--- src/include/pnpc_pkg.sv ---
// constants for the next-page and control-one register bank
package pnpc_pkg;
    // register addresses on the management bus
    localparam logic [4:0] PNPC_ADDR_NEXT_PAGE = 5'h08;
    localparam logic [4:0] PNPC_ADDR_CONTROL_ONE = 5'h09;
    // reset values
    localparam logic [15:0] PNPC_NEXT_PAGE_RESET = 16'h0000;
    localparam logic [15:0] PNPC_CONTROL_ONE_RESET = 16'h0000;
    localparam logic [15:0] PNPC_READ_UNMAPPED = 16'h0000;
    // received next page fields
    localparam int PNPC_NP_MORE_BIT = 15;
    localparam int PNPC_NP_ACK_BIT = 14;
    localparam int PNPC_NP_MSG_BIT = 13;
    localparam int PNPC_NP_ACK2_BIT = 12;
    localparam int PNPC_NP_TOGGLE_BIT = 11;
    localparam int PNPC_NP_CODE_MSB = 10;
    localparam int PNPC_NP_CODE_LSB = 0;
    // control one fields
    localparam int PNPC_CTL_CABLE_TEST_BIT = 8;
    localparam int PNPC_CTL_CROSSOVER_BIT = 5;
    localparam int PNPC_CTL_EARLY_DV_BIT = 1;
    localparam logic [15:0] PNPC_CTL_WRITE_MASK = 16'h0122;
    // management frame layout
    localparam logic [5:0] PNPC_PREAMBLE_BITS = 6'h20;
    localparam logic [4:0] PNPC_HEADER_LAST = 5'h0C;
    localparam logic [4:0] PNPC_DATA_LAST = 5'h0F;
    localparam logic [1:0] PNPC_OP_READ = 2'h2;
    localparam logic [1:0] PNPC_OP_WRITE = 2'h1;
    localparam int PNPC_HDR_START_BIT = 12;
    localparam int PNPC_HDR_OP_MSB = 11;
    localparam int PNPC_HDR_OP_LSB = 10;
    localparam int PNPC_HDR_PHY_MSB = 9;
    localparam int PNPC_HDR_PHY_LSB = 5;
    localparam int PNPC_HDR_REG_MSB = 4;
    localparam int PNPC_HDR_REG_LSB = 0;
endpackage

--- src/include/pnpc_if.sv ---
// register access carrier between the serial engine and the register bank
`timescale 1ns/10ps
`default_nettype none
interface pnpc_if;
    logic [4:0] reg_addr;
    logic wr_stb;
    logic [15:0] wr_data;
    logic [15:0] rd_data;
    modport serial (output reg_addr, output wr_stb, output wr_data, input rd_data);
    modport bank (input reg_addr, input wr_stb, input wr_data, output rd_data);
endinterface
`default_nettype wire

--- src/logic/pnpc_mdio.sv ---
// management serial engine: frame decode, read shift-out, write strobe
`timescale 1ns/10ps
`default_nettype none
module pnpc_mdio
    import pnpc_pkg::*;
#(
    parameter logic [4:0] PHY_ADDR = 5'h01
) (
    // clock and reset
    input wire logic clk,
    input wire logic rst,
    // management pins
    input wire logic mdc,
    input wire logic mdio_in,
    output logic mdio_out,
    output logic mdio_oe_n,
    // register access
    pnpc_if.serial bus
);
    typedef enum {M_PRE, M_HDR, M_TA, M_DATA} pnpc_mstate_t;
    pnpc_mstate_t state, next_state;
    logic mdc_q, next_mdc_q;
    logic [5:0] ones, next_ones;
    logic [4:0] cnt, next_cnt;
    logic [15:0] sh, next_sh;
    logic is_read, next_is_read;
    logic [4:0] addr, next_addr;
    logic wr_stb, next_wr_stb;
    logic [15:0] wr_data, next_wr_data;
    logic out, next_out;
    logic oe_n, next_oe_n;
    logic rise;
    logic [15:0] shin;

    always_comb begin
        rise = mdc & ~mdc_q;
        shin = {sh[14:0], mdio_in};
        next_mdc_q = mdc;
        next_state = state;
        next_ones = ones;
        next_cnt = cnt;
        next_sh = sh;
        next_is_read = is_read;
        next_addr = addr;
        next_wr_stb = 1'b0;
        next_wr_data = wr_data;
        next_out = out;
        next_oe_n = oe_n;
        if (rise) begin
            unique case (state)
                M_PRE: begin
                    if (mdio_in) begin
                        if (ones < PNPC_PREAMBLE_BITS) begin
                            next_ones = ones + 6'h01;
                        end
                    end else if (ones == PNPC_PREAMBLE_BITS) begin
                        next_state = M_HDR;
                        next_cnt = 5'h00;
                        next_sh = 16'h0000;
                    end else begin
                        next_ones = 6'h00;
                    end
                end
                M_HDR: begin
                    next_sh = shin;
                    next_cnt = cnt + 5'h01;
                    if (cnt == PNPC_HEADER_LAST) begin
                        next_cnt = 5'h00;
                        next_addr = shin[PNPC_HDR_REG_MSB:PNPC_HDR_REG_LSB];
                        next_is_read = shin[PNPC_HDR_OP_MSB:PNPC_HDR_OP_LSB] == PNPC_OP_READ;
                        if (shin[PNPC_HDR_START_BIT] &&
                            shin[PNPC_HDR_PHY_MSB:PNPC_HDR_PHY_LSB] == PHY_ADDR &&
                            (shin[PNPC_HDR_OP_MSB:PNPC_HDR_OP_LSB] == PNPC_OP_READ ||
                             shin[PNPC_HDR_OP_MSB:PNPC_HDR_OP_LSB] == PNPC_OP_WRITE)) begin
                            next_state = M_TA;
                        end else begin
                            next_state = M_PRE;
                            next_ones = 6'h00;
                        end
                    end
                end
                M_TA: begin
                    if (cnt == 5'h00) begin
                        next_cnt = 5'h01;
                        next_out = 1'b0;
                        next_oe_n = ~is_read;
                    end else begin
                        next_cnt = 5'h00;
                        next_state = M_DATA;
                        next_sh = bus.rd_data;
                        next_out = bus.rd_data[15];
                    end
                end
                M_DATA: begin
                    next_cnt = cnt + 5'h01;
                    if (is_read) begin
                        next_sh = {sh[14:0], 1'b0};
                        next_out = sh[14];
                    end else begin
                        next_sh = shin;
                    end
                    if (cnt == PNPC_DATA_LAST) begin
                        next_state = M_PRE;
                        next_ones = 6'h00;
                        next_out = 1'b0;
                        next_oe_n = 1'b1;
                        next_wr_stb = ~is_read;
                        next_wr_data = shin;
                    end
                end
            endcase
        end
    end

    always_ff @(posedge clk or posedge rst) begin
        if (rst) begin
            state <= M_PRE;
            mdc_q <= 1'b0;
            ones <= 6'h00;
            cnt <= 5'h00;
            sh <= 16'h0000;
            is_read <= 1'b0;
            addr <= 5'h00;
            wr_stb <= 1'b0;
            wr_data <= 16'h0000;
            out <= 1'b0;
            oe_n <= 1'b1;
        end else begin
            state <= next_state;
            mdc_q <= next_mdc_q;
            ones <= next_ones;
            cnt <= next_cnt;
            sh <= next_sh;
            is_read <= next_is_read;
            addr <= next_addr;
            wr_stb <= next_wr_stb;
            wr_data <= next_wr_data;
            out <= next_out;
            oe_n <= next_oe_n;
        end
    end

    assign bus.reg_addr = addr;
    assign bus.wr_stb = wr_stb;
    assign bus.wr_data = wr_data;
    assign mdio_out = out;
    assign mdio_oe_n = oe_n;
endmodule
`default_nettype wire

--- src/logic/pnpc_top.sv ---
// register bank for the received next page and control one, with their effects
`timescale 1ns/10ps
`default_nettype none
// Behaviour
// received next page register sits at address 0x8, cleared at reset
// bit 15 shows the partner wants to send more next pages
// bit 14 shows the partner acknowledged our link code word
// bit 13 reads 1 for a message page, 0 for unformatted
// bit 12 shows the partner can comply with the message; resets 0
// toggle bit inverts the previous exchanged toggle, keeping both ends in step
// toggle reads 1 when previous transmitted toggle was 0, else 0
// bits 10..0 hold the received code, message or unformatted per bit 13
// control one sits at address 0x9, all bits reset to zero
// with bit 8 set, a cable test starts after every link drop
// with bit 8 clear, no cable test starts on link drop
// with bit 5 set, robust crossover resolution is used
// with bit 5 clear, robust crossover resolution is not used
// with bit 1 clear, receive valid rises only after the J K pair
// with bit 1 set, receive valid rises on the J symbol alone
// in early mode a J not followed by K raises receive error
// reserved control one bits read zero and ignore writes
module pnpc_top
    import pnpc_pkg::*;
#(
    parameter logic [4:0] PHY_ADDR = 5'h01
) (
    // clock and reset
    input wire logic clk,
    input wire logic rst,
    // management pins
    input wire logic mdc,
    input wire logic mdio_in,
    output logic mdio_out,
    output logic mdio_oe_n,
    // received next page from negotiation
    input wire logic np_valid,
    input wire logic [15:0] np_word,
    // link, cable test and crossover mode
    input wire logic link_up,
    output logic cable_test_start,
    output logic crossover_robust,
    // receive symbol stream
    input wire logic sym_valid,
    input wire logic sym_is_j,
    input wire logic sym_is_k,
    input wire logic sym_is_end,
    output logic rx_dv,
    output logic rx_er
);
    typedef enum {RX_IDLE, RX_GOT_J, RX_FRAME} pnpc_rxstate_t;

    pnpc_if bus ();

    pnpc_mdio #(
        .PHY_ADDR(PHY_ADDR)
    ) u_mdio (
        .clk(clk),
        .rst(rst),
        .mdc(mdc),
        .mdio_in(mdio_in),
        .mdio_out(mdio_out),
        .mdio_oe_n(mdio_oe_n),
        .bus(bus)
    );

    // register state
    logic [15:0] partner_next_page, next_partner_next_page;
    logic [15:0] control_one, next_control_one;
    logic [15:0] rd_data;

    always_comb begin
        next_partner_next_page = partner_next_page;
        next_control_one = control_one;
        if (np_valid) begin
            next_partner_next_page = np_word;
        end
        if (bus.wr_stb && bus.reg_addr == PNPC_ADDR_CONTROL_ONE) begin
            next_control_one = bus.wr_data & PNPC_CTL_WRITE_MASK;
        end
        unique case (bus.reg_addr)
            PNPC_ADDR_NEXT_PAGE: rd_data = partner_next_page;
            PNPC_ADDR_CONTROL_ONE: rd_data = control_one;
            default: rd_data = PNPC_READ_UNMAPPED;
        endcase
    end

    always_ff @(posedge clk or posedge rst) begin
        if (rst) begin
            partner_next_page <= PNPC_NEXT_PAGE_RESET;
            control_one <= PNPC_CONTROL_ONE_RESET;
        end else begin
            partner_next_page <= next_partner_next_page;
            control_one <= next_control_one;
        end
    end

    assign bus.rd_data = rd_data;

    // link drop cable test and crossover mode
    logic link_q, next_link_q;
    logic next_cable_test_start;
    logic next_crossover_robust;

    always_comb begin
        next_link_q = link_up;
        next_cable_test_start = link_q & ~link_up &
            control_one[PNPC_CTL_CABLE_TEST_BIT];
        next_crossover_robust = control_one[PNPC_CTL_CROSSOVER_BIT];
    end

    always_ff @(posedge clk or posedge rst) begin
        if (rst) begin
            link_q <= 1'b0;
            cable_test_start <= 1'b0;
            crossover_robust <= 1'b0;
        end else begin
            link_q <= next_link_q;
            cable_test_start <= next_cable_test_start;
            crossover_robust <= next_crossover_robust;
        end
    end

    // start of stream detection
    pnpc_rxstate_t rx_state, next_rx_state;
    logic next_rx_dv, next_rx_er;
    logic early;

    always_comb begin
        early = control_one[PNPC_CTL_EARLY_DV_BIT];
        next_rx_state = rx_state;
        next_rx_dv = rx_dv;
        next_rx_er = 1'b0;
        if (sym_valid) begin
            unique case (rx_state)
                RX_IDLE: begin
                    if (sym_is_j) begin
                        next_rx_state = RX_GOT_J;
                        next_rx_dv = early;
                    end
                end
                RX_GOT_J: begin
                    if (sym_is_k) begin
                        next_rx_state = RX_FRAME;
                        next_rx_dv = 1'b1;
                    end else begin
                        next_rx_state = RX_IDLE;
                        next_rx_dv = 1'b0;
                        next_rx_er = early;
                    end
                end
                RX_FRAME: begin
                    if (sym_is_end) begin
                        next_rx_state = RX_IDLE;
                        next_rx_dv = 1'b0;
                    end
                end
            endcase
        end
    end

    always_ff @(posedge clk or posedge rst) begin
        if (rst) begin
            rx_state <= RX_IDLE;
            rx_dv <= 1'b0;
            rx_er <= 1'b0;
        end else begin
            rx_state <= next_rx_state;
            rx_dv <= next_rx_dv;
            rx_er <= next_rx_er;
        end
    end

    // checks
    chk_np_more_flag: assert property (@(posedge clk) disable iff (rst)
        np_valid |=> partner_next_page[PNPC_NP_MORE_BIT] == $past(np_word[PNPC_NP_MORE_BIT]))
        else $error("next page more flag not captured");
    chk_np_ack_flag: assert property (@(posedge clk) disable iff (rst)
        np_valid |=> partner_next_page[PNPC_NP_ACK_BIT] == $past(np_word[PNPC_NP_ACK_BIT]))
        else $error("next page acknowledge not captured");
    chk_np_page_hold: assert property (@(posedge clk) disable iff (rst)
        !np_valid |=> partner_next_page == $past(partner_next_page))
        else $error("next page changed without a new page");
    chk_np_toggle_code: assert property (@(posedge clk) disable iff (rst)
        np_valid |=> partner_next_page[PNPC_NP_TOGGLE_BIT:PNPC_NP_CODE_LSB] ==
            $past(np_word[PNPC_NP_TOGGLE_BIT:PNPC_NP_CODE_LSB]))
        else $error("toggle or code not captured");
    chk_ctl_reserved_zero: assert property (@(posedge clk) disable iff (rst)
        (control_one & ~PNPC_CTL_WRITE_MASK) == 16'h0000)
        else $error("reserved control bit set");
    chk_cable_test_start: assert property (@(posedge clk) disable iff (rst)
        (link_q && !link_up && control_one[PNPC_CTL_CABLE_TEST_BIT]) |=> cable_test_start ##1
        !cable_test_start)
        else $error("cable test not started once after link drop");
    chk_cable_test_quiet: assert property (@(posedge clk) disable iff (rst)
        !control_one[PNPC_CTL_CABLE_TEST_BIT] |=> !cable_test_start)
        else $error("cable test started while disabled");
    chk_crossover_follow: assert property (@(posedge clk) disable iff (rst)
        ##1 crossover_robust == $past(control_one[PNPC_CTL_CROSSOVER_BIT]))
        else $error("crossover mode does not follow control");
    chk_dv_after_jk: assert property (@(posedge clk) disable iff (rst)
        ($rose(rx_dv) && !$past(early)) |-> $past(sym_valid && sym_is_k))
        else $error("receive valid rose without K in normal mode");
    chk_dv_early_j: assert property (@(posedge clk) disable iff (rst)
        (early && rx_state == RX_IDLE && sym_valid && sym_is_j) |=> rx_dv)
        else $error("receive valid not raised on J in early mode");
    chk_er_missing_k: assert property (@(posedge clk) disable iff (rst)
        (early && rx_state == RX_GOT_J && sym_valid && !sym_is_k) |=> rx_er && !rx_dv)
        else $error("missing K did not raise receive error");
endmodule
`default_nettype wire

--- config.mk ---
export PLATFORM = sky130hd
export DESIGN_NAME = pnpc_top
export DESIGN_NICKNAME = d
export VERILOG_FILES = /design/src/include/pnpc_pkg.sv /design/src/include/pnpc_if.sv /design/src/logic/pnpc_mdio.sv /design/src/logic/pnpc_top.sv
export SDC_FILE = /design/constraint.sdc
export NUM_CORES = 1
export LEC_CHECK = 0
export BUFFER_PORTS_ARGS = -buffer_cell sky130_fd_sc_hd__buf_2
export CAP_MARGIN = 10
export CELL_PAD_IN_SITES_DETAIL_PLACEMENT = 1
export CELL_PAD_IN_SITES_GLOBAL_PLACEMENT = 1
export CORE_ASPECT_RATIO = 1.5
export CORE_MARGIN = 2
export CORE_UTILIZATION = 43
export CTS_BUF_LIST = sky130_fd_sc_hd__clkbuf_16
export DETAILED_ROUTE_END_ITERATION = 16
export PLACE_DENSITY_LB_ADDON = 0.1
export SYNTH_ARGS = -nofsm -noshare
export SYNTH_HDL_FRONTEND = slang
export SYNTH_SLANG_ARGS = --single-unit
export TNS_END_PERCENT = 10
--- constraint.sdc ---
create_clock -name clk -period 2.31 [get_ports clk]
set_input_delay 0.231 -clock clk [delete_from_list [all_inputs] [get_ports clk]]
set_output_delay 0.231 -clock clk [all_outputs]
set_load 0.005 [all_outputs]
## Yosys cells after proc, flatten, opt, wreduce, memory -nomap -nowiden

Index checks and enable logic that the tools add are counted.

- Bits in registers: 133

- $add $sub $neg: 2
- $lt $le $gt $ge: 1
- Equality and inequality tests: 25
- Mux-type cells: 46
- Bitwise logic cells: 6
- Reductions and logical operators: 18

Operator list:

| kind | count |
|---|---|
| 32-bit two-way mux | 7 |
| 32-bit one-hot mux with 4 select lines | 1 |
| 32-bit by 2-bit equality test with 1-bit output, second input constant | 3 |
| 32-bit one-hot mux with 3 select lines | 1 |
| 32-bit by 1-bit equality test with 1-bit output, second input constant | 2 |
| 32-bit logical NOT | 2 |
| 15-bit one-hot mux with 4 select lines | 1 |
| 15-bit two-way mux | 3 |
| 6-bit two-way mux | 6 |
| 16-bit one-hot mux with 2 select lines | 1 |
| 5-bit by 4-bit equality test with 1-bit output, second input constant | 4 |
| 5-bit one-hot mux with 4 select lines | 1 |
| 6-bit one-hot mux with 3 select lines | 1 |
| 1-bit two-way mux | 16 |
| 5-bit two-way mux | 3 |
| 3-bit AND reduction | 5 |
| 2-bit inequality test, second input constant | 5 |
| 2-bit by 1-bit inequality test with 1-bit output, second input constant | 4 |
| 4-bit AND reduction | 2 |
| 7-bit AND reduction | 1 |
| 6-bit by 1-bit adder with 6-bit output, second input constant | 1 |
| 6-bit equality test, second input constant | 1 |
| 6-bit less-than comparator, second input constant | 1 |
| 6-bit AND reduction | 1 |
| other kinds (17) | 25 |

## Depth between registers and ports, before layout

- Depth after elaboration: 6
- Depth in mapped cells: 8
- Depth with buffers taken out: 7

## Hierarchy

From an unflattened synthesis, not the netlist that was laid out.

- Cells, all modules: 331
- Area, all modules: 3875.0 sq um

By module, submodules not included:

| module | times used | cells each | area an instance (sq um) | sequential area each (sq um) |
|---|---|---|---|---|
| pnpc_mdio | 1 | 246 | 2698.8 | 1352.5 |
| pnpc_top | 1 | 85 | 1176.1 | 650.6 |

## Worst setup path after synthesis

Ideal clock, no wire load.

- Kind: reg-to-reg
- Start point: register u_mdio.cnt[0]
- End point: register u_mdio.ones[0]
- Setup time: 0.125 ns
- Data arrival time: 1.693 ns
- Data required time: 2.185 ns
- Path slack: 0.492 ns
- Stages on the path, launching flop included: 7
- Buffers on the path: 0
- Period minus slack after synthesis: 1.818 ns
- Cells stage by stage: dfrtp_1 > ha_1 > and3_1 > ha_1 > a21oi_1 > a21bo_4 > mux2_4

- Cells in the longest elaborated chain, start to end: 3
- Elaborated cells between the ends (all ways): 5
- Classes of those cells: eq/ne: 4; reduce/logical: 1

Ends and longest elaborated chain:

| what | RTL line | RTL |
|---|---|---|
| start: declaration | pnpc_mdio.sv:24 | `logic [4:0] cnt, next_cnt;` |
| start signal: assignment | pnpc_mdio.sv:132 | `cnt <= next_cnt;` |
| 5-bit by 4-bit equality test with 1-bit output, on equally long branches | pnpc_mdio.sv:102, pnpc_mdio.sv:67 |  |
| 2-bit by 1-bit inequality test with 1-bit output (no line) | n/a |  |
| 7-bit AND reduction (no line) (*) | n/a |  |
| end signal: assignment | pnpc_mdio.sv:131 | `ones <= next_ones;` |
| end: declaration | pnpc_mdio.sv:23 | `logic [5:0] ones, next_ones;` |

Mark *: on every way between the ends. The rest lies on a longest branch, timed or not.
A chain may end at the register's enable or synchronous reset.

## Final worst setup path

- Start point: register u_mdio.ones[0]
- End point: register u_mdio.ones[3]

- Cells in the longest elaborated chain, start to end: 4
- Elaborated cells between the ends (all ways): 9
- Classes of those cells: add/sub: 1; order compare: 1; eq/ne: 3; mux: 3; reduce/logical: 1

Ends and longest elaborated chain:

| what | RTL line | RTL |
|---|---|---|
| 6-bit by 1-bit adder with 6-bit output | pnpc_mdio.sv:54 | `next_ones = ones + 6'h01;` |
| 6-bit two-way mux | pnpc_mdio.sv:53 | `if (ones < PNPC_PREAMBLE_BITS) begin` |
| 6-bit two-way mux | pnpc_mdio.sv:52 | `if (mdio_in) begin` |
| 6-bit one-hot mux with 3 select lines | pnpc_mdio.sv:50 | `unique case (state)` |

Parallel ways exist; a longest one is shown, timed or not. The select of a mux whose other input is x is not followed.

==> results.sh <==
export IMPL_status="finished clean"
export IMPL_root_buffer="clkbuf_16"
export IMPL_period_needed_ns=2.003
export IMPL_dieArea_sq_mm=0.008042
export IMPL_placementRows=38
export IMPL_vias=2308
export IMPL_rsz0062_at_grt="no"
export IMPL_synth_cell_types=51
export IMPL_min_from="link_up"
export IMPL_hold_path_class="input port to register"
export IMPL_syn_to_final_growth_pct=18.55
export IMPL_dp_cells=406
export IMPL_end_kind="register"
export IMPL_die_h_microns=108.8
export IMPL_clkTransAtPathRegs_ns=0.06
export IMPL_tns_ns=0
export IMPL_crit_type="register to register"
export IMPL_setup_viol=0
export IMPL_grt_pass1_wl_microns=11780
export IMPL_fin_util=0.5202
export IMPL_via_per_inst=5.456
export IMPL_p_sw_frac=0.3315
export IMPL_cp_max_fo=6
export IMPL_fin_skew_ns=0.006110
export IMPL_synth_edf_count=0
export IMPL_required_ns=2.53
export IMPL_finalHoldViolCount=0
export IMPL_n_antenna_cell=0
export IMPL_rr_startpoint="u_mdio.ones[0]$_DFFE_PP0P_"
export IMPL_yosys_register_bits=67
export IMPL_power_density_mw_per_mm2=1144
export IMPL_grt_max_degree=68
export IMPL_port_buffers=31
export IMPL_place_ws_ns=0.3066
export IMPL_layout_drive_gt1_share=0.2941
export IMPL_power_mw=4.271
export IMPL_worstSkewPairLatency_ns=0.33
export IMPL_arrival_ns=2.22
export IMPL_holdWs_ns=0.02004
export IMPL_cts_tree="built"
export IMPL_synth_area_per_cell_sq_um=11.33
export IMPL_cts_buffer_depth=2
export IMPL_place_hpwl_microns=4992
export IMPL_overflow=0
export IMPL_fin_ws_ns=0.3070
export IMPL_p_clk_frac=0.308
export IMPL_syn_cell_area_sq_mm=0.003151
export IMPL_fillers=776
export IMPL_design_area_sq_mm=0.003735
export IMPL_p_leak_nw=1.749
export IMPL_synthFlopType="dfrtp_1"
export IMPL_ctsResizeCount=0
export IMPL_start_util=0.4388
export IMPL_slew_violations=0
export IMPL_startpoint_type="register"
export IMPL_peakVddDrop_uv=491.1
export IMPL_combPwrFrac=0.273
export IMPL_wl_per_cell_microns=16.60
export IMPL_relSlewSlack=0.6436
export IMPL_io_pins=32
export IMPL_globalplace_congestion=0.8224
export IMPL_grt_antenna_before_repair=0
export IMPL_tightest_slew_ns=0.5279
export IMPL_async_flop_share=1.000
export IMPL_ant_nets=0
export IMPL_core_area_sq_mm=0.007179
export IMPL_fin_nets=353
export IMPL_grt_pass1_vias=2462
export IMPL_fin_cells=423
export IMPL_placed_area_sq_mm=0.003441
export IMPL_p_sw_mw=1.416
export IMPL_timing_final_crit_share=0.8671
export IMPL_p_int_mw=2.855
export IMPL_htree_num_levels=3
export IMPL_drtIter0Drc=114
export IMPL_drc=0
export IMPL_synthesis_nets=313
export IMPL_fmax_mhz=499.3
export IMPL_cts_buffers_inserted=9
export IMPL_fp_dieW_microns=73.89
export IMPL_seq_power_share=0.419
export IMPL_drt_pre_antenna_iters=4
export IMPL_drt_wl_total_microns=7022
export IMPL_grt_usage=0.1959
export IMPL_cts_setup_buffers=0
export IMPL_clock_sinks=67
export IMPL_yosysWarnings=0
export IMPL_maxCapViolations=0
export IMPL_critPathLaunch="u_mdio.ones[0]$_DFFE_PP0P_"
export IMPL_ys_seq_area_frac=0.5326
export IMPL_synth_cells=278
critical path, stage by stage (launching register included):
cell     delay (ns)
dfrtp_1        0.41
inv_1          0.07
ha_1           0.19
nor2b_1        0.13
and3_4         0.16
nor3_2         0.27
a21bo_4        0.31
a221o_1        0.35
flip-flops by register name, summed over array words and instances (netlist names), 2 cells and up, named ones only:
signal and cells:
u_mdio.sh 15, control_one 3, u_mdio.ones 6, u_mdio.cnt 5, u_mdio.bus.reg_addr 5, partner_next_page 16, u_mdio.bus.wr_data 3, rx_state 2
cell families after synthesis:
kind of cell / share of synthesized area
AOI/OAI and AO/OA: 0.1402
adders and majority gates: 0.03574
buffers and inverters: 0.03773
muxes: 0.1080
and+or+nand+nor: 0.1457
DFF: 0.5326
worst paths after layout:
kind                            slack [ns]  cells past startpoint                           endpoint
worst max register to register        0.31                      7         u_mdio.ones[3]$_DFFE_PP0P_
worst min-delay path                  0.02                      1                   link_q$_DFF_PP0_
max in group asynchronous             1.46                      4       u_mdio.mdio_oe_n$_DFFE_PP1P_
min in group asynchronous             0.53                      4  partner_next_page[12]$_DFFE_PP0P_
worst max-delay path                  0.31                      7         u_mdio.ones[3]$_DFFE_PP0P_
worst min register to register        0.42                      0         crossover_robust$_DFF_PP0_
cell type report:
cell class	instances	area (sq um)	share of cell area
clock inverters	7	58.81	0.01575
well taps	100	125.1	0.03350
inverters	13	48.80	0.01307
flip-flops and latches	67	1678	0.4492
repair buffers	41	245.2	0.06566
clock buffers	9	225.2	0.06030
multi-input cells	186	1354	0.3625
cells in the mapped netlist (2+ instances only):
cell / instances / share of area
o21ai_1: 14 / 0.022
a221o_1: 2 / 0.0064
nand3_1: 5 / 0.0079
nand2_1: 34 / 0.041
buf_2: 5 / 0.0079
dfrtp_1: 66 / 0.52
clkbuf_1: 4 / 0.0048
nand2b_1: 2 / 0.0040
a21o_1: 2 / 0.0048
o21ai_0: 8 / 0.013
nor2b_1: 3 / 0.0060
a21oi_1: 8 / 0.013
a22o_1: 4 / 0.011
nor4_1: 3 / 0.0060
and2_1: 2 / 0.0040
a22oi_1: 14 / 0.033
and4b_1: 2 / 0.0064
a31oi_1: 3 / 0.0060
nor2_1: 6 / 0.0071
mux2_2: 28 / 0.10
a41oi_1: 2 / 0.0056
nor3_2: 2 / 0.0064
inv_1: 13 / 0.015
and3_1: 5 / 0.0099
nor3_1: 5 / 0.0079
buf_6: 2 / 0.0071
nor3b_1: 2 / 0.0048
ha_1: 9 / 0.036
per-layer routing:
metal | share of wire | track usage | routed length [microns] | vias up
met3 | 0.017 | 0.03604 | 122 | 13
li1 | - | - | - | 1087
met1 | 0.41 | 0.2187 | 2858 | 1176
met2 | 0.55 | 0.3457 | 3851 | 32
met4 | 0.027 | 0.1026 | 191 | 0
met5 | 0 | 0 | 0 | -
power by group through the flow:
| stage | registers (mW) | clock network (mW) | logic, mW |
|---|---|---|---|
| floorplan | 1.69 | 0 | 0.891 |
| global placement | 1.80 | 0 | 1.13 |
| detailed placement | 1.81 | 0 | 1.18 |
| CTS | 1.79 | 1.34 | 1.19 |
| global route | 1.84 | 1.39 | 1.33 |
| finish | 1.79 | 1.31 | 1.16 |
placed cells by master (no fill, tap or decap), drive strengths merged, types with 2 or more instances in the layout:
cell type and instances:
dfrtp 66, buf 40, nand2 34, mux2 29, o21ai 23, a22oi 14
inv 13, ha 9, clkbuf 9, a21oi 8, nor3 7, nor2 6
and3 6, clkinv 6, nand3 5, a22o 4, nor2b 4, nor4 3
a31oi 3, nand2b 2, a221o 2, a21o 2, and2 2, nor3b 2
and4b 2, a41oi 2, nor4b 2, a21bo 2
repair_timing:
item	CTS	global route
endpoints found under the hold margin	66	0
hold buffers	1	0
setup endpoints to repair	0	0
Note: power is estimated with default switching activity, not from simulation.
